$ cat config.mk
export PLATFORM = sky130hd
export DESIGN_NAME = nsl_status_led
export DESIGN_NICKNAME = d
export VERILOG_FILES = /design/src/common/nsl_pkg.sv /design/src/common/nsl_flash_if.sv /design/src/verilog/nsl_blink_timer.sv /design/src/verilog/nsl_sync.sv /design/src/verilog/nsl_status_led.sv
export VERILOG_INCLUDE_DIRS = /design/src /design/src/common
export SDC_FILE = /design/constraint.sdc
export NUM_CORES = 1
export LEC_CHECK = 0
export BUFFER_PORTS_ARGS = -buffer_cell sky130_fd_sc_hd__clkbuf_2
export CORE_AREA = 2 2 104 132
export CTS_CLUSTER_DIAMETER = 80
export DETAILED_ROUTE_END_ITERATION = 7
export DIE_AREA = 0 0 106 134
export GPL_TIMING_DRIVEN = 0
export PLACE_DENSITY = 0.73
export SYNTH_ARGS = -nofsm -noshare
export SYNTH_HDL_FRONTEND = slang
export SYNTH_SLANG_ARGS = --single-unit
$ cat constraint.sdc
create_clock -name clk_in -period 3.8 [get_ports clk_in]
set_clock_uncertainty 0.15 [all_clocks]
set_input_delay 0.19 -clock clk_in [delete_from_list [all_inputs] [get_ports clk_in]]
set_output_delay 0.19 -clock clk_in [all_outputs]
set_load 0.01 [all_outputs]
$ cat src/common/nsl_params.svh
`ifndef NSL_PARAMS_SVH
`define NSL_PARAMS_SVH

// ****************************************
// clock and flash timing
// ****************************************
`define NSL_CLK_MHZ 100
`define NSL_FLASH_HALF_MS 500
`define NSL_FLASH_HALF_CYC (`NSL_FLASH_HALF_MS * 1000 * `NSL_CLK_MHZ)

// ****************************************
// widths and counts
// ****************************************
`define NSL_ASYNC_W 3
`define NSL_SERIAL_PORTS 2
`define NSL_TMO_CNT_W 8
`define NSL_TMO_CNT_MAX 8'hFF
`define NSL_TMO_CNT_ZERO 8'h00
`define NSL_TMO_CNT_ONE 8'h01
`define NSL_IP_W 32
`define NSL_IP_RESET 32'h0000_0000

// ****************************************
// lamp bus positions, front lamp in the top pair
// ****************************************
`define NSL_BUS_NET_HI 7
`define NSL_BUS_NET_LO 6
`define NSL_BUS_UNIT_HI 5
`define NSL_BUS_UNIT_LO 4
`define NSL_BUS_ACT_HI 3
`define NSL_BUS_ACT_LO 2
`define NSL_BUS_LINK_HI 1
`define NSL_BUS_LINK_LO 0

`endif

$ cat src/common/nsl_pkg.sv
package nsl_pkg;

   // ****************************************
   // lamp colours
   // ****************************************
   typedef enum logic [1:0] {
      NSL_OFF = 2'b00,
      NSL_GREEN = 2'b01,
      NSL_RED = 2'b10
   } nsl_color_type;

   // ****************************************
   // lamp indications
   // ****************************************
   typedef enum logic [2:0] {
      NSL_NET_DARK = 3'b000,
      NSL_NET_IDLE = 3'b001,
      NSL_NET_CONN = 3'b010,
      NSL_NET_TMO = 3'b011,
      NSL_NET_DUP = 3'b100,
      NSL_NET_TEST = 3'b101,
      NSL_NET_UNUSED = 3'b110
   } nsl_net_state_type;

   typedef enum logic [2:0] {
      NSL_UNIT_UNUSED = 3'b000,
      NSL_UNIT_TEST = 3'b001,
      NSL_UNIT_MAJOR = 3'b010,
      NSL_UNIT_MINOR = 3'b011,
      NSL_UNIT_STBY = 3'b100,
      NSL_UNIT_OK = 3'b101
   } nsl_unit_state_type;

   typedef enum logic {
      NSL_PROTO_RTU = 1'b0,
      NSL_PROTO_SBUS = 1'b1
   } nsl_proto_type;

endpackage

$ cat src/common/nsl_flash_if.sv
`timescale 1ns/1ps
interface nsl_flash_if;
   logic phase;
   logic half_tick;
   modport timer (output phase, output half_tick);
   modport user (input phase, input half_tick);
endinterface

$ cat src/verilog/nsl_blink_timer.sv
`timescale 1ns/1ps
`include "nsl_params.svh"
module nsl_blink_timer #(
   parameter int unsigned HALF_CYC = `NSL_FLASH_HALF_CYC
) (
   input wire logic clk_in,
   input wire logic rst_n_in,
   nsl_flash_if.timer flash_out
);
   import nsl_pkg::*;

   localparam int CW = $clog2(HALF_CYC + 1);
   localparam logic [CW-1:0] LAST = CW'(HALF_CYC - 1);
   localparam logic [CW-1:0] ZERO = '0;

   logic [CW-1:0] cnt_reg;
   logic [CW-1:0] cnt_next;
   logic phase_reg;
   wire logic wrap_w = (cnt_reg == LAST);

   // ****************************************
   // half period counter
   // ****************************************
   // equal halves, colour swap on every wrap
   assign cnt_next = wrap_w ? ZERO : cnt_reg + CW'(1);
   assign flash_out.half_tick = wrap_w;
   assign flash_out.phase = phase_reg;

   always_ff @(posedge clk_in or negedge rst_n_in) begin
      if (!rst_n_in) begin
         cnt_reg <= '0;
         phase_reg <= 1'b0;
      end else begin
         cnt_reg <= cnt_next;
         phase_reg <= phase_reg ^ wrap_w;
      end
   end
endmodule // nsl_blink_timer

$ cat src/verilog/nsl_sync.sv
`timescale 1ns/1ps
module nsl_sync #(
   parameter int W = 3
) (
   input wire logic clk_in,
   input wire logic rst_n_in,
   input wire logic [W-1:0] d_in,
   output logic [W-1:0] q_out
);
   import nsl_pkg::*;

   // ****************************************
   // three flop synchroniser per bit
   // ****************************************
   // a change is taken only when stages two and three agree,
   // so a single metastable sample never reaches the lamps
   genvar i;
   generate
      for (i = 0; i < W; i++) begin : g_bit
         logic s1_reg;
         logic s2_reg;
         logic s3_reg;
         logic q_reg;
         wire logic agree_w = (s2_reg == s3_reg);
         always_ff @(posedge clk_in or negedge rst_n_in) begin
            if (!rst_n_in) begin
               s1_reg <= 1'b0;
               s2_reg <= 1'b0;
               s3_reg <= 1'b0;
               q_reg <= 1'b0;
            end else begin
               s1_reg <= d_in[i];
               s2_reg <= s1_reg;
               s3_reg <= s2_reg;
               if (agree_w) begin
                  q_reg <= s3_reg;
               end
            end
         end
         assign q_out[i] = q_reg;
      end
   endgenerate

endmodule // nsl_sync

$ cat src/verilog/nsl_status_led.sv
// Function
// four lamps ordered net, unit, activity, link
// no address: network lamp dark
// address, no connection: network flashes green
// any connection: network steady green
// targeted connection timeout: network flashes red
// timeout sticky until all re-established
// duplicate address: network steady red
// self-test: both lamps alternate green/red
// operating correctly: unit steady green
// unconfigured standby: unit flashes green
// minor fault: unit flashes red
// bad configuration counts as minor fault
// major fault: unit steady red
// tcp mode: network and unit lamps unused
// one protocol per serial port
// fixed address applies after power cycle
// activity flashes green, collision red
// link lamp dark until link, then green
// equal flash halves, alternation without dark
// network lamp priority order
// unit lamp priority order
`timescale 1ns/1ps
`include "nsl_params.svh"
module nsl_status_led #(
   parameter int unsigned HALF_CYC = `NSL_FLASH_HALF_CYC
) (
   input wire logic clk_in,
   input wire logic rst_n_in,
   input wire logic selftest_in,
   input wire logic modbus_tcp_in,
   input wire logic ip_held_in,
   input wire logic conn_open_in,
   input wire logic conn_timeout_in,
   input wire logic conn_reestab_in,
   input wire logic dup_ip_in,
   input wire logic unconfigured_in,
   input wire logic minor_fault_in,
   input wire logic config_bad_in,
   input wire logic major_fault_in,
   input wire logic mac_activity_in,
   input wire logic mac_collision_in,
   input wire logic phy_link_in,
   input wire logic [`NSL_SERIAL_PORTS-1:0] port_proto_in,
   output logic [`NSL_SERIAL_PORTS-1:0] rtu_en_out,
   output logic [`NSL_SERIAL_PORTS-1:0] sbus_en_out,
   input wire logic [`NSL_IP_W-1:0] nv_ip_in,
   input wire logic ip_wr_in,
   input wire logic [`NSL_IP_W-1:0] ip_wr_data_in,
   output logic nv_ip_wr_out,
   output logic [`NSL_IP_W-1:0] nv_ip_data_out,
   output logic [`NSL_IP_W-1:0] active_ip_out,
   output logic ip_change_pending_out,
   output nsl_pkg::nsl_color_type net_led_out,
   output nsl_pkg::nsl_color_type unit_led_out,
   output nsl_pkg::nsl_color_type act_led_out,
   output nsl_pkg::nsl_color_type link_led_out,
   output logic [7:0] lamp_bus_out
);
   import nsl_pkg::*;

   // ****************************************
   // flash timing and synchronisers
   // ****************************************
   nsl_flash_if flash ();

   nsl_blink_timer #(
      .HALF_CYC(HALF_CYC)
   ) u_timer (
      .clk_in(clk_in),
      .rst_n_in(rst_n_in),
      .flash_out(flash)
   );

   // mac and phy signals live outside this clock
   logic [`NSL_ASYNC_W-1:0] async_q;

   nsl_sync #(
      .W(`NSL_ASYNC_W)
   ) u_sync (
      .clk_in(clk_in),
      .rst_n_in(rst_n_in),
      .d_in({phy_link_in, mac_collision_in, mac_activity_in}),
      .q_out(async_q)
   );

   wire logic act_w = async_q[0];
   wire logic coll_w = async_q[1];
   wire logic link_w = async_q[2];
   wire logic phase_w = flash.phase;

   // ****************************************
   // sticky timeout tally
   // ****************************************
   // counts timed-out target connections; a timeout and a
   // re-establish in one cycle cancel, at zero the timeout wins and at 8'hFF the re-establish wins
   logic [`NSL_TMO_CNT_W-1:0] tmo_cnt_reg;
   logic [`NSL_TMO_CNT_W-1:0] tmo_cnt_next;
   wire logic tmo_inc_w = conn_timeout_in && (tmo_cnt_reg != `NSL_TMO_CNT_MAX);
   wire logic tmo_dec_w = conn_reestab_in && (tmo_cnt_reg != `NSL_TMO_CNT_ZERO);
   wire logic tmo_act_w = (tmo_cnt_reg != `NSL_TMO_CNT_ZERO);

   assign tmo_cnt_next = (tmo_inc_w && !tmo_dec_w) ? tmo_cnt_reg + `NSL_TMO_CNT_ONE :
                         (tmo_dec_w && !tmo_inc_w) ? tmo_cnt_reg - `NSL_TMO_CNT_ONE :
                         tmo_cnt_reg;

   always_ff @(posedge clk_in or negedge rst_n_in) begin
      if (!rst_n_in) begin
         tmo_cnt_reg <= `NSL_TMO_CNT_ZERO;
      end else begin
         tmo_cnt_reg <= tmo_cnt_next;
      end
   end

   // ****************************************
   // indication selection
   // ****************************************
   nsl_net_state_type net_state_w;
   nsl_unit_state_type unit_state_w;
   wire logic minor_w = minor_fault_in || config_bad_in;

   assign net_state_w = modbus_tcp_in ? NSL_NET_UNUSED :
                        selftest_in ? NSL_NET_TEST :
                        dup_ip_in ? NSL_NET_DUP :
                        tmo_act_w ? NSL_NET_TMO :
                        conn_open_in ? NSL_NET_CONN :
                        ip_held_in ? NSL_NET_IDLE :
                        NSL_NET_DARK;

   assign unit_state_w = modbus_tcp_in ? NSL_UNIT_UNUSED :
                         selftest_in ? NSL_UNIT_TEST :
                         major_fault_in ? NSL_UNIT_MAJOR :
                         minor_w ? NSL_UNIT_MINOR :
                         unconfigured_in ? NSL_UNIT_STBY :
                         NSL_UNIT_OK;

   // flash halves come from one shared phase
   wire nsl_color_type flash_grn_w = phase_w ? NSL_GREEN : NSL_OFF;
   wire nsl_color_type flash_red_w = phase_w ? NSL_RED : NSL_OFF;
   wire nsl_color_type alt_w = phase_w ? NSL_GREEN : NSL_RED;

   nsl_color_type net_next;
   nsl_color_type unit_next;
   nsl_color_type act_next;
   nsl_color_type link_next;

   always_comb begin
      case (net_state_w)
         NSL_NET_IDLE: net_next = flash_grn_w;
         NSL_NET_CONN: net_next = NSL_GREEN;
         NSL_NET_TMO: net_next = flash_red_w;
         NSL_NET_DUP: net_next = NSL_RED;
         NSL_NET_TEST: net_next = alt_w;
         default: net_next = NSL_OFF;
      endcase
   end

   always_comb begin
      case (unit_state_w)
         NSL_UNIT_TEST: unit_next = alt_w;
         NSL_UNIT_MAJOR: unit_next = NSL_RED;
         NSL_UNIT_MINOR: unit_next = flash_red_w;
         NSL_UNIT_STBY: unit_next = flash_grn_w;
         NSL_UNIT_OK: unit_next = NSL_GREEN;
         default: unit_next = NSL_OFF;
      endcase
   end

   // collision outranks activity so it is never masked
   assign act_next = coll_w ? NSL_RED : act_w ? flash_grn_w : NSL_OFF;
   assign link_next = link_w ? NSL_GREEN : NSL_OFF;

   // ****************************************
   // lamp registers
   // ****************************************
   nsl_color_type net_reg;
   nsl_color_type unit_reg;
   nsl_color_type act_reg;
   nsl_color_type link_reg;

   always_ff @(posedge clk_in or negedge rst_n_in) begin
      if (!rst_n_in) begin
         net_reg <= NSL_OFF;
         unit_reg <= NSL_OFF;
         act_reg <= NSL_OFF;
         link_reg <= NSL_OFF;
      end else begin
         net_reg <= net_next;
         unit_reg <= unit_next;
         act_reg <= act_next;
         link_reg <= link_next;
      end
   end

   assign net_led_out = net_reg;
   assign unit_led_out = unit_reg;
   assign act_led_out = act_reg;
   assign link_led_out = link_reg;
   assign lamp_bus_out = {net_reg, unit_reg, act_reg, link_reg};

   // ****************************************
   // serial port protocol steering
   // ****************************************
   genvar p;
   generate
      for (p = 0; p < `NSL_SERIAL_PORTS; p++) begin : g_port
         logic rtu_reg;
         logic sbus_reg;
         wire logic sel_sbus_w = (port_proto_in[p] == NSL_PROTO_SBUS);
         always_ff @(posedge clk_in or negedge rst_n_in) begin
            if (!rst_n_in) begin
               rtu_reg <= 1'b0;
               sbus_reg <= 1'b0;
            end else begin
               rtu_reg <= !sel_sbus_w;
               sbus_reg <= sel_sbus_w;
            end
         end
         assign rtu_en_out[p] = rtu_reg;
         assign sbus_en_out[p] = sbus_reg;
      end
   endgenerate

   // ****************************************
   // fixed address handling
   // ****************************************
   // the stored address is adopted once after reset release only;
   // writes go to storage and wait for the next power cycle
   logic ip_loaded_reg;
   logic [`NSL_IP_W-1:0] active_ip_reg;
   logic nv_wr_reg;
   logic [`NSL_IP_W-1:0] nv_data_reg;
   logic pending_reg;

   always_ff @(posedge clk_in or negedge rst_n_in) begin
      if (!rst_n_in) begin
         ip_loaded_reg <= 1'b0;
         active_ip_reg <= `NSL_IP_RESET;
         nv_wr_reg <= 1'b0;
         nv_data_reg <= `NSL_IP_RESET;
         pending_reg <= 1'b0;
      end else begin
         ip_loaded_reg <= 1'b1;
         if (!ip_loaded_reg) begin
            active_ip_reg <= nv_ip_in;
         end
         nv_wr_reg <= ip_wr_in;
         if (ip_wr_in) begin
            nv_data_reg <= ip_wr_data_in;
         end
         pending_reg <= pending_reg || ip_wr_in;
      end
   end

   assign active_ip_out = active_ip_reg;
   assign nv_ip_wr_out = nv_wr_reg;
   assign nv_ip_data_out = nv_data_reg;
   assign ip_change_pending_out = pending_reg;

   wire logic net_quiet_w = !modbus_tcp_in && !selftest_in && !dup_ip_in && !tmo_act_w;
endmodule // nsl_status_led

### After elaboration in Yosys (flattened, before gate mapping)

Index checks and enable logic that the tools add are counted.
W data, S select, Z words.

| word-level totals | value |
|---|---|
| flip-flop bits (word level) | 125 |
| input bits | 83 |
| output and inout bits | 86 |
| logic and storage cells | 81 |

| operators by class | value |
|---|---|
| add/subtract/negate cells | 3 |
| equal/unequal tests | 15 |
| multiplexer cells | 22 |
| bitwise logic cells | 1 |
| reductions and logical operators | 12 |

Operators by type and width:

| operator | count |
|---|---|
| $add A26 B1 Y26 const B | 1 |
| $eq A26 B26 Y1 const B | 1 |
| $mux W26 | 1 |
| $mux W3 | 7 |
| $pmux W2 S5 | 2 |
| $mux W8 | 2 |
| $eq A3 B2 Y1 const B | 4 |
| $eq A3 B3 Y1 const B | 4 |
| $mux W2 | 5 |
| $add A8 B1 Y8 const B | 1 |
| $ne A8 B8 Y1 const B | 1 |
| $reduce_bool A8 Y1 | 1 |
| $sub A8 B1 Y8 const B | 1 |
| $eq A3 B1 Y1 const B | 2 |
| $mux W1 | 5 |
| $logic_and A1 B1 Y1 | 4 |
| $logic_not A1 Y1 | 4 |
| $eq A1 B1 Y1 | 3 |
| $logic_or A1 B1 Y1 | 2 |
| $reduce_bool A2 Y1 | 1 |
| $xor A1 B1 Y1 | 1 |

### Logic depth before layout (Yosys ltp)

Gate-level depths: netlist of run 1.

| depth | value |
|---|---|
| depth after elaboration | 8 |
| gate-level depth with buffers | 11 |
| depth with buffers taken out | 11 |

### Modules after synthesis

A second synthesis of run 1 with hierarchy kept.

| unflattened totals | value |
|---|---|
| cell total of the unflattened synthesis | 403 |
| area total of the unflattened synthesis | 5307.6 sq um |

By module, submodules not included:

| module | times used | cells an instance | area an instance (sq um) | sequential area each (sq um) |
|---|---|---|---|---|
| nsl_status_led | 1 | 254 | 3593.4 | 2152.1 |
| nsl_blink_timer | 1 | 131 | 1357.6 | 675.6 |
| nsl_sync | 1 | 18 | 356.6 | 300.3 |

### Worst setup path before layout of run 1

Ideal clock, no wire load.

| timing | value |
|---|---|
| path type | reg-to-reg |
| start point | register tmo_cnt_reg[0] |
| end point | register tmo_cnt_reg[7] |
| library setup time | 0.079 ns |
| data arrival time | 2.584 ns |
| required time | 3.571 ns |
| slack | 0.987 ns |
| cell stages (with the launch flop) | 12 |
| path buffers | 0 |
| period minus slack after synthesis | 2.813 ns |
| path through | dfrtp_1 nor4_1 nand2_1 nand2_1 ha_1 inv_1 ha_1 a21oi_1 o311ai_1 or4_1 o211ai_1 xor2_1 |

| between the ends | value |
|---|---|
| cells in the longest elaborated chain, start to end | 5 |
| elaborated cells on any way between the ends | 13 |
| those cells by class | add/sub: 2; eq/ne: 1; mux: 2; reduce/logical: 8 |

Ends and longest elaborated chain:

| element | RTL line | source |
|---|---|---|
| from (decl) | nsl_status_led.sv:97 | `` logic [`NSL_TMO_CNT_W-1:0] tmo_cnt_reg; `` |
| from (signal assigned) | nsl_status_led.sv:109 | `` tmo_cnt_reg <= `NSL_TMO_CNT_ZERO; `` |
| from (signal assigned) | nsl_status_led.sv:111 | `tmo_cnt_reg <= tmo_cnt_next;` |
| branches (longest 5 deep; another with $sub A8 B1 Y8) | -- |  |

Parallel ways; which one is timed is not known. The select of a mux whose other input is x is not followed.
A chain may end at the register's enable or synchronous reset.

### Worst setup path in the final report of run 1

Same ends and word-level chain as after synthesis.

==> tab_implementation.tex, run 1 <==
\begin{tabular}{lr}
\hline
Metric & Value \\
\hline
\multicolumn{2}{l}{\textbf{Status}} \\
\quad Outcome & complete, no violations \\
\multicolumn{2}{l}{\textbf{Synth}} \\
\quad Post-synthesis share of cell area spent on and, or, nand and nor gates & 0.0889 \\
\quad Synthesized flop and latch total & around 130 \\
\quad Complex-gate fraction of the synthesized area & 0.0295 \\
\quad Synthesized area per cell & approximately 13 µm² \\
\quad Count of different cell masters after synthesis & 38 \\
\quad Portion of netlist area occupied by mux cells & 0.148 \\
\quad Portion of the post-synthesis area used by sequential elements & 0.614 \\
\quad Mapped Area & between 0.005 and 0.006 mm² \\
\quad Syn. warnings & 0 \\
\quad Synthesized-area fraction occupied by adder cells & 0.0295 \\
\quad Post-synthesis xor/xnor area fraction & 0.0533 \\
\quad Post-synthesis instance total & approximately 380 \\
\quad Largest family of logic cells by synthesized area & multiplexers \\
\multicolumn{2}{l}{\textbf{Clock tree}} \\
\quad Largest buffer count on any clock path & 2 \\
\quad CTS tree & done \\
\quad Clk pin slew, worst setup/hold paths & 0.05 ns \\
\quad Number of buffers added for setup after CTS & 0 \\
\quad CTS Root Cell & clkbuf\_16 \\
\quad Clock insertion delay at the later pin of the skew report & 0.40 ns \\
\quad H-tree depth reported by CTS & 4 \\
\quad Number of CTS-inserted buffers & 17 \\
\quad Total number of clock tree sinks & 125 \\
\multicolumn{2}{l}{\textbf{Min path}} \\
\quad Worst Hold Launch & dup\_ip\_in \\
\quad Path type of the worst min-delay path & in2reg \\
\multicolumn{2}{l}{\textbf{Routing}} \\
\quad Number of detailed-routing iterations run before antenna repair & 4 \\
\quad Post-DR wirelength/cell & 14.9 µm \\
\quad Via total after detailed routing & 3904 \\
\quad Post-DRT Antenna Nets & 0 \\
\quad Routed WL & 12.4 mm \\
\quad DRC violations left & 0 \\
\quad Starting DRC count in detailed routing & 153 \\
\quad Detailed-route vias per instance & 4.71 \\
\multicolumn{2}{l}{\textbf{Floorplan}} \\
\quad Overall die height & roughly 130 µm \\
\quad Total core area & 0.0130 mm² \\
\quad Overall die width & $\sim$110 µm \\
\quad Number of ports placed on the die boundary & 169 \\
\quad Initial Utilization & 0.392 \\
\quad Num rows & 47 \\
\quad Area of the die & about 0.014 mm² \\
\multicolumn{2}{l}{\textbf{Worst setup path}} \\
\quad CP startpoint & tmo\_cnt\_reg[0] \\
\quad Type of element capturing the critical path & flop \\
\quad Crit path max fanout & 7 \\
\quad Launching element type of the critical path & flop \\
\quad Required time at the worst-slack endpoint & 3.97 ns \\
\quad Critical path data arrival time & 3.35 ns \\
\quad CP Class & reg2reg \\
\quad RR Startpoint & tmo\_cnt\_reg[0] \\
\multicolumn{2}{l}{\textbf{Global routing}} \\
\quad Pin count of the biggest net entering global routing & slightly above 90 \\
\quad GR Overflow Total & 0 \\
\quad Global router's overall resource usage & 0.181 \\
\quad Via count of the first global-routing pass & between 4000 and 5000 \\
\quad Initial antenna violation count & 0 \\
\quad Global-route wire length before repair & 20.3 mm \\
\multicolumn{2}{l}{\textbf{STA}} \\
\quad Minimum clock period after layout & 3.18 ns \\
\quad Total negative slack for setup checks & 0 ns \\
\quad Count of final setup violators & 0 \\
\quad Post-route clock period utilization & 0.836 \\
\quad Setup repair after global routing missed its margin & no \\
\quad Final Hold Viols & 0 \\
\quad Remaining max-slew budget at the tightest pin & 0.625 \\
\quad Total count of max-transition violations in the final report & 0 \\
\quad Fmax & 315 MHz \\
\quad Tightest Pin Transition & roughly 0.56 ns \\
\quad Hold Worst Slack & $\sim$0.074 ns \\
\multicolumn{2}{l}{\textbf{Finish}} \\
\quad Multi-input gate area & 0.00179 mm² \\
\quad Final core utilization & 0.584 \\
\quad Number of nets in the layout & 737 \\
\quad Sequential cell area in the final layout & 0.00313 mm² \\
\quad Fill cell count & 960 \\
\quad Count of antenna diodes in the layout & 0 \\
\quad Most common cell after layout, fill and taps aside & clkbuf\_2 \\
\quad Synth-to-Final Area Change & 48.9\% \\
\quad Commonest non-fill, non-tap cells in the layout & 165 x clkbuf\_2, 125 x dfrtp\_1, 77 x dlygate4sd3\_1 \\
\quad Layout cells sized above 1 & 0.435 \\
\multicolumn{2}{l}{\textbf{Placed design}} \\
\quad Final HPWL DP & 7.75 mm \\
\quad IO Port Bufs & 166 \\
\quad Routability congestion estimate from global placement & 0.801 \\
\multicolumn{2}{l}{\textbf{Power}} \\
\quad Leakage Power & 3.66 nW \\
\quad Ratio of total power to cell area & 519 mW/mm² \\
\quad Worst vdd rail ir drop & between 0.2 and 0.3 mV \\
\multicolumn{2}{l}{\textbf{Run}} \\
\quad Number of max-capacitance violations reported & 0 \\
\hline
\end{tabular}
what timing repair did:
action | 4_1_cts | 5_1_grt
hold endpoints to repair | 201 | 0
hold buffers | 77 | 0
resized for setup | 0 | 0
worst paths after layout:
path / to / slack [ns] / cells after the start
max in group asynchronous: ip_loaded_reg / 2.67 / 3
hold reg to reg: u_sync.g_bit[2].s2_reg / 0.20 / 0
min in group asynchronous: g_port[1].rtu_reg / 0.09 / 2
setup / recovery: tmo_cnt_reg[7] / 0.62 / 11
hold / removal: net_led_out[1] / 0.07 / 4
setup reg to reg: tmo_cnt_reg[7] / 0.62 / 11
layout make-up:
cell class / count / share of cell area
flip-flops and latches: 125 / 0.412
multi-input cells: 225 / 0.236
repair buffers: 244 / 0.216
clock buffers: 21 / 0.0633
well taps: 171 / 0.0282
clock inverters: 11 / 0.0205
plain buffers: 25 / 0.0203
inverters: 7 / 0.00346
where the power goes:
| group | switching (mW) | internal (mW) | leakage, nW |
|---|---|---|---|
| clock network | 0.577 | 1.11 | 0.310 |
| registers | 0.101 | 1.46 | 1.51 |
| logic | 0.329 | 0.363 | 1.84 |
metal layers:
metal	routed length (µm)	track usage
met1	4570	0.190
met2	7040	0.338
met3	499	0.0462
met4	282	0.0819
met5	0	0
cells by family after synthesis:
| logic type | count (synthesis) |
|---|---|
| flops | 125 |
| simple gates | 87 |
| mux | 67 |
| buf+inv | 32 |
| xor+xnor | 31 |
| compound gates | 25 |
| fa+ha+maj | 12 |
| other cells | 2 |
Yosys cell counts:
cell / n / area, µm²
fa_1: 1 / 20.0
a21o_1: 1 / 7.51
or2_1: 1 / 6.26
nor3_1: 3 / 15.0
a31oi_1: 1 / 6.26
nor4b_1: 1 / 8.76
buf_6: 1 / 11.3
nor4_2: 2 / 25.0
and3_1: 5 / 31.3
nand4_2: 1 / 12.5
nand2_1: 16 / 60.1
buf_4: 14 / 105
mux2_2: 67 / 754
maj3_1: 3 / 30.0
and4_1: 2 / 17.5
o311ai_1: 1 / 8.76
ha_1: 8 / 100
dfrtp_1: 125 / 3130
xnor2_1: 12 / 105
buf_1: 3 / 11.3
o21bai_1: 2 / 15.0
inv_1: 7 / 26.3
a21oi_1: 8 / 40.0
or4_1: 2 / 15.0
nor2b_1: 2 / 12.5
nand4_1: 9 / 56.3
nand2b_1: 1 / 6.26
clkbuf_1: 7 / 26.3
nand3_1: 11 / 55.1
a22oi_1: 2 / 15.0
xor2_1: 19 / 166
o211ai_1: 1 / 7.51
o21ai_0: 7 / 35.0
or2_2: 2 / 12.5
o21a_1: 2 / 15.0
conb_1: 2 / 7.51
nor4_1: 4 / 25.0
nor2_1: 25 / 93.8
through the flow:
step / total power, mW / instances / area, µm² / setup slack, ns
after floorplan: 1.96 / 382 / 5100 / 0.987
after global placement: 2.16 / 719 / 6140 / 0.604
after detailed placement: 2.21 / 720 / 6180 / 0.617
after CTS: 3.98 / 829 / 7590 / 0.617
after global routing: 4.14 / 829 / 7590 / 0.345
final: 3.94 / 829 / 7590 / 0.623
worst max-delay path, stage by stage (launching register included):
cell and delay [ns]:
dfrtp_1 0.44, nor4_1 0.34, nand2_1 0.16, nand2_1 0.10, ha_1 0.22, inv_1 0.18, ha_1 0.37, a21oi_1 0.19
o311ai_1 0.18, or4_1 0.49, o211ai_1 0.12, xor2_1 0.16
Note: power is estimated with default switching activity, not from simulation.
==> run 2: changes to the inputs <==
ABC_AREA = 1   (was unset)
CORE_AREA = 2 2 109 137   (was 2 2 104 132)
DIE_AREA = 0 0 111 139   (was 0 0 106 134)
PLACE_DENSITY = 0.74   (was 0.73)
clock period = 2.7 ns   (was 3.8 ns; I/O delays follow)
==> run 2 against run 1 <==
- sequential share of layout area fell by 2.2 points
- sequential cell count did not move
- critical endpoint is now unit_led_out[0]
- total power rose by 35%
- synthesized cell count rose by 39%
- via count rose by 17%
- largest cell class unchanged
==> tab_implementation.tex, run 2 <==
\begin{tabular}{lr}
\hline
Metric & Value \\
\hline
\multicolumn{2}{l}{\textbf{Power}} \\
\quad Internal power summed over all cells & 3.84 mW (+31\%) \\
\quad Net load switching power & 1.49 mW (+48\%) \\
\quad Ratio of total power to cell area & 665 mW/mm² (+28\%) \\
\quad Leakage Power & 3.94 nW (+7.7\%) \\
\quad Worst vdd rail ir drop & 0.423 mV (+59\%) \\
\quad Flop pwr share & 0.413 (+0.016) \\
\quad Net Sw Frac & 0.279 (+0.0238) \\
\quad Design Power & 5.32 mW (+35\%) \\
\quad Clock Power Share & 0.394 (-0.034) \\
\quad Share of total power in combinational logic & 0.193 (+0.017) \\
\multicolumn{2}{l}{\textbf{Placed design}} \\
\quad Dpl ws & 0.203 ns (-0.414 ns) \\
\quad IO Port Bufs & 166 (unchanged) \\
\quad Final HPWL DP & 8.73 mm (+13\%) \\
\quad Routability congestion estimate from global placement & 0.780 (-2.5\%) \\
\quad Cell total after placement & 875 (+22\%) \\
\multicolumn{2}{l}{\textbf{Synth}} \\
\quad Count of different cell masters after synthesis & 32 (-16\%) \\
\quad Syn. warnings & 0 (unchanged) \\
\quad Portion of the post-synthesis area used by sequential elements & 0.564 (-0.0495) \\
\quad Synthesized flop and latch total & 125 (unchanged) \\
\quad Synthesized area per cell & 10.5 µm² (-22\%) \\
\quad Post-synthesis instance total & 529 (+39\%) \\
\quad Largest cells by area after synthesis & dfrtp\_1 56\%, mux2\_2 13\%, nand2\_1 7.8\%, nor2\_1 3.9\%, inv\_1 2.8\% \\
\quad Top-count cell post-synth & dfrtp\_1 \\
\quad Cell type with the largest total area after synthesis & dfrtp\_1 \\
\quad Share of synthesized flip-flops with an asynchronous set or reset & 1.00 (unchanged) \\
\quad Mapped Area & 0.00554 mm² (+8.8\%) \\
\quad Synth top area share & 0.564 (-0.0495) \\
\quad Top\_reg\_cell synth & dfrtp\_1 \\
\quad Top cells by instance count after synthesis & 125 x dfrtp\_1, 115 x nand2\_1, 62 x mux2\_2 \\
\quad Number of synthesized flops with an enable pin & 0 (unchanged) \\
\multicolumn{2}{l}{\textbf{Floorplan}} \\
\quad Overall die width & 111 µm (+4.7\%) \\
\quad Initial Utilization & 0.391 (-0.000739) \\
\quad Overall die height & 139 µm (+3.7\%) \\
\quad Area of the die & 0.0154 mm² (+8.6\%) \\
\quad Total core area & 0.0142 mm² (+9.0\%) \\
\quad Num rows & 49 (+4.3\%) \\
\quad Number of ports placed on the die boundary & 169 (unchanged) \\
\multicolumn{2}{l}{\textbf{Global routing}} \\
\quad Via count of the first global-routing pass & 4806 (+15\%) \\
\quad GR Overflow Total & 0 (unchanged) \\
\quad Global router's overall resource usage & 0.180 (-0.00103) \\
\quad Initial antenna violation count & 0 (unchanged) \\
\quad Pin count of the biggest net entering global routing & 82 (-11\%) \\
\quad Global-route wire length before repair & 22.5 mm (+11\%) \\
\multicolumn{2}{l}{\textbf{Clock tree}} \\
\quad H-tree depth reported by CTS & 4 (unchanged) \\
\quad Clk pin slew, worst setup/hold paths & 0.05 ns (about the same) \\
\quad Number of CTS-inserted buffers & 17 (unchanged) \\
\quad Total number of clock tree sinks & 125 (unchanged) \\
\quad Largest buffer count on any clock path & 2 (unchanged) \\
\quad Number of buffers added for setup after CTS & 0 (unchanged) \\
\quad Clock insertion delay at the later pin of the skew report & 0.40 ns (about the same) \\
\quad CTS Root Cell & clkbuf\_16 \\
\quad CTS tree & done \\
\multicolumn{2}{l}{\textbf{Worst setup path}} \\
\quad Required time at the worst-slack endpoint & 2.89 ns (-1.08 ns) \\
\quad Crit path max fanout & 2 (-5) \\
\quad Reg2Reg Setup Slack & 0.23 ns (-0.39 ns) \\
\quad Reg2Reg Capture Point & net\_led\_out[0] \\
\quad RR Startpoint & tmo\_cnt\_reg[0] \\
\quad Type of element capturing the critical path & flop \\
\quad CP Class & in2reg \\
\quad Critical path data arrival time & 2.77 ns (-0.58 ns) \\
\quad Launching element type of the critical path & primary input \\
\quad Reg2reg path depth & 9 (-2) \\
\multicolumn{2}{l}{\textbf{Finish}} \\
\quad Number of nets in the layout & 890 (+21\%) \\
\quad Post-route non-filler standard cell count & 988 (+19\%) \\
\quad Commonest non-fill, non-tap cells in the layout & 165 x clkbuf\_2, 125 x dfrtp\_1, 115 x nand2\_1 \\
\quad Synth-to-Final Area Change & 44.4\% \\
\quad Most common cell after layout, fill and taps aside & clkbuf\_2 \\
\quad Final core utilization & 0.565 (-0.0186) \\
\quad Count of antenna diodes in the layout & 0 (unchanged) \\
\quad Layout cells sized above 1 & 0.368 (-0.0667) \\
\multicolumn{2}{l}{\textbf{Routing}} \\
\quad DRC violations left & 0 (unchanged) \\
\quad Via total after detailed routing & 4577 (+17\%) \\
\quad Routed WL & 13.2 mm (+6.8\%) \\
\quad Post-DRT Antenna Nets & 0 (unchanged) \\
\quad Number of detailed-routing iterations run before antenna repair & 5 (+1) \\
\quad Post-DR wirelength/cell & 13.4 µm (-10\%) \\
\quad Detailed-route vias per instance & 4.63 (-1.6\%) \\
\quad Starting DRC count in detailed routing & 144 (-5.9\%) \\
\multicolumn{2}{l}{\textbf{Min path}} \\
\quad Capture endpoint of the worst hold path & net\_led\_out[1] \\
\quad Worst hold stages & 6 (+2) \\
\quad Path type of the worst min-delay path & in2reg \\
\quad Worst Hold Launch & selftest\_in \\
\multicolumn{2}{l}{\textbf{STA}} \\
\quad Total negative slack for setup checks & 0 ns (unchanged) \\
\quad Total count of max-transition violations in the final report & 0 (unchanged) \\
\quad Final worst setup slack & 0.119 ns (-0.505 ns) \\
\quad Minimum clock period after layout & 2.58 ns \\
\quad Setup repair after global routing missed its margin & no \\
\quad Final Hold Viols & 0 (unchanged) \\
\quad Fmax & 387 MHz \\
\quad Count of final setup violators & 0 (unchanged) \\
\quad Post-route clock period utilization & 0.956 \\
\multicolumn{2}{l}{\textbf{Run}} \\
\quad Number of max-capacitance violations reported & 0 (unchanged) \\
\multicolumn{2}{l}{\textbf{Status}} \\
\quad Outcome & complete, no violations \\
\hline
\end{tabular}
==> run 2: what timing repair did <==
action | CTS | global route
endpoints found under the setup margin | 0 | 5
resized for setup | 0 | 3
hold buffers | 83 | 0
hold endpoints to repair | 201 | 0
==> run 2: cells by family after synthesis <==
family / after synthesis / share of synthesized area
AOI/OAI and AO/OA: 16 / 0.0154
xor gates and xnor gates: 18 / 0.0284
adders and majority gates: 12 / 0.0271
buffers and inverters: 67 / 0.0594
DFF: 125 / 0.564
muxes: 64 / 0.130
other: 2 / 0.00136
and+or+nand+nor: 225 / 0.174
==> run 2: layout make-up <==
| class | count | area [µm²] |
|---|---|---|
| Inverter | 44 | 170 |
| Timing Repair Buffer | 249 | 1690 |
| Sequential cell | 125 | 3130 |
| Multi-Input combinational cell | 338 | 2090 |
| Fill cell | 1179 | 6160 |
| Clock inverter | 10 | 92.6 |
| Clock buffer | 21 | 450 |
| Tap cell | 178 | 223 |
| Buffer | 23 | 159 |
==> run 2: per-layer routing <==
layer | wire, µm | global-route usage | up-vias | share of wire
met5 | 0 | 0 | - | 0
li1 | - | - | 2234 | -
met4 | 293 | 0.0776 | 0 | 0.022
met3 | 789 | 0.0516 | 22 | 0.060
met1 | 5020 | 0.199 | 2157 | 0.38
met2 | 7130 | 0.322 | 164 | 0.54
==> run 2: how the worst max path moves through the flow <==
stage                         startpoint                end  cells after the start
after floorplan           tmo_cnt_reg[0]     tmo_cnt_reg[7]                     14
after global routing      tmo_cnt_reg[0]     tmo_cnt_reg[7]                     14
after detailed placement  tmo_cnt_reg[0]     tmo_cnt_reg[7]                     14
final                     major_fault_in    unit_led_out[0]                      8
after CTS                 major_fault_in    unit_led_out[1]                      9
after global placement          rst_n_in  g_port[0].rtu_reg                      1
==> run 2: through the flow <==
stage / area (µm²) / hold slack, ns
after floorplan: 5550 / -0.311
after global placement: 6600 / 0.0962
after detailed placement: 6640 / -0.0553
after CTS: 8010 / 0.0123
after global routing: 8000 / 0.0512
final: 8000 / 0.0282
==> run 2: critical path: stages <==
cell and delay, ns:
dlygate4sd3_1 0.54, clkbuf_2 0.12, nor2_2 0.12, dlygate4sd3_1 0.58
nand4_1 0.09, dlygate4sd3_1 0.56, o21ai_0 0.07, dlygate4sd3_1 0.56
==> run 2: power groups by stage <==
stage | logic, mW | registers [mW] | clock network [mW]
6_report | 1.02 | 2.20 | 2.10
5_1_grt | 1.17 | 2.23 | 2.24
4_1_cts | 1.03 | 2.20 | 2.17
3_5_place_dp | 0.934 | 2.23 | 0
3_3_place_gp | 0.907 | 2.22 | 0
2_1_floorplan | 0.564 | 2.25 | 0
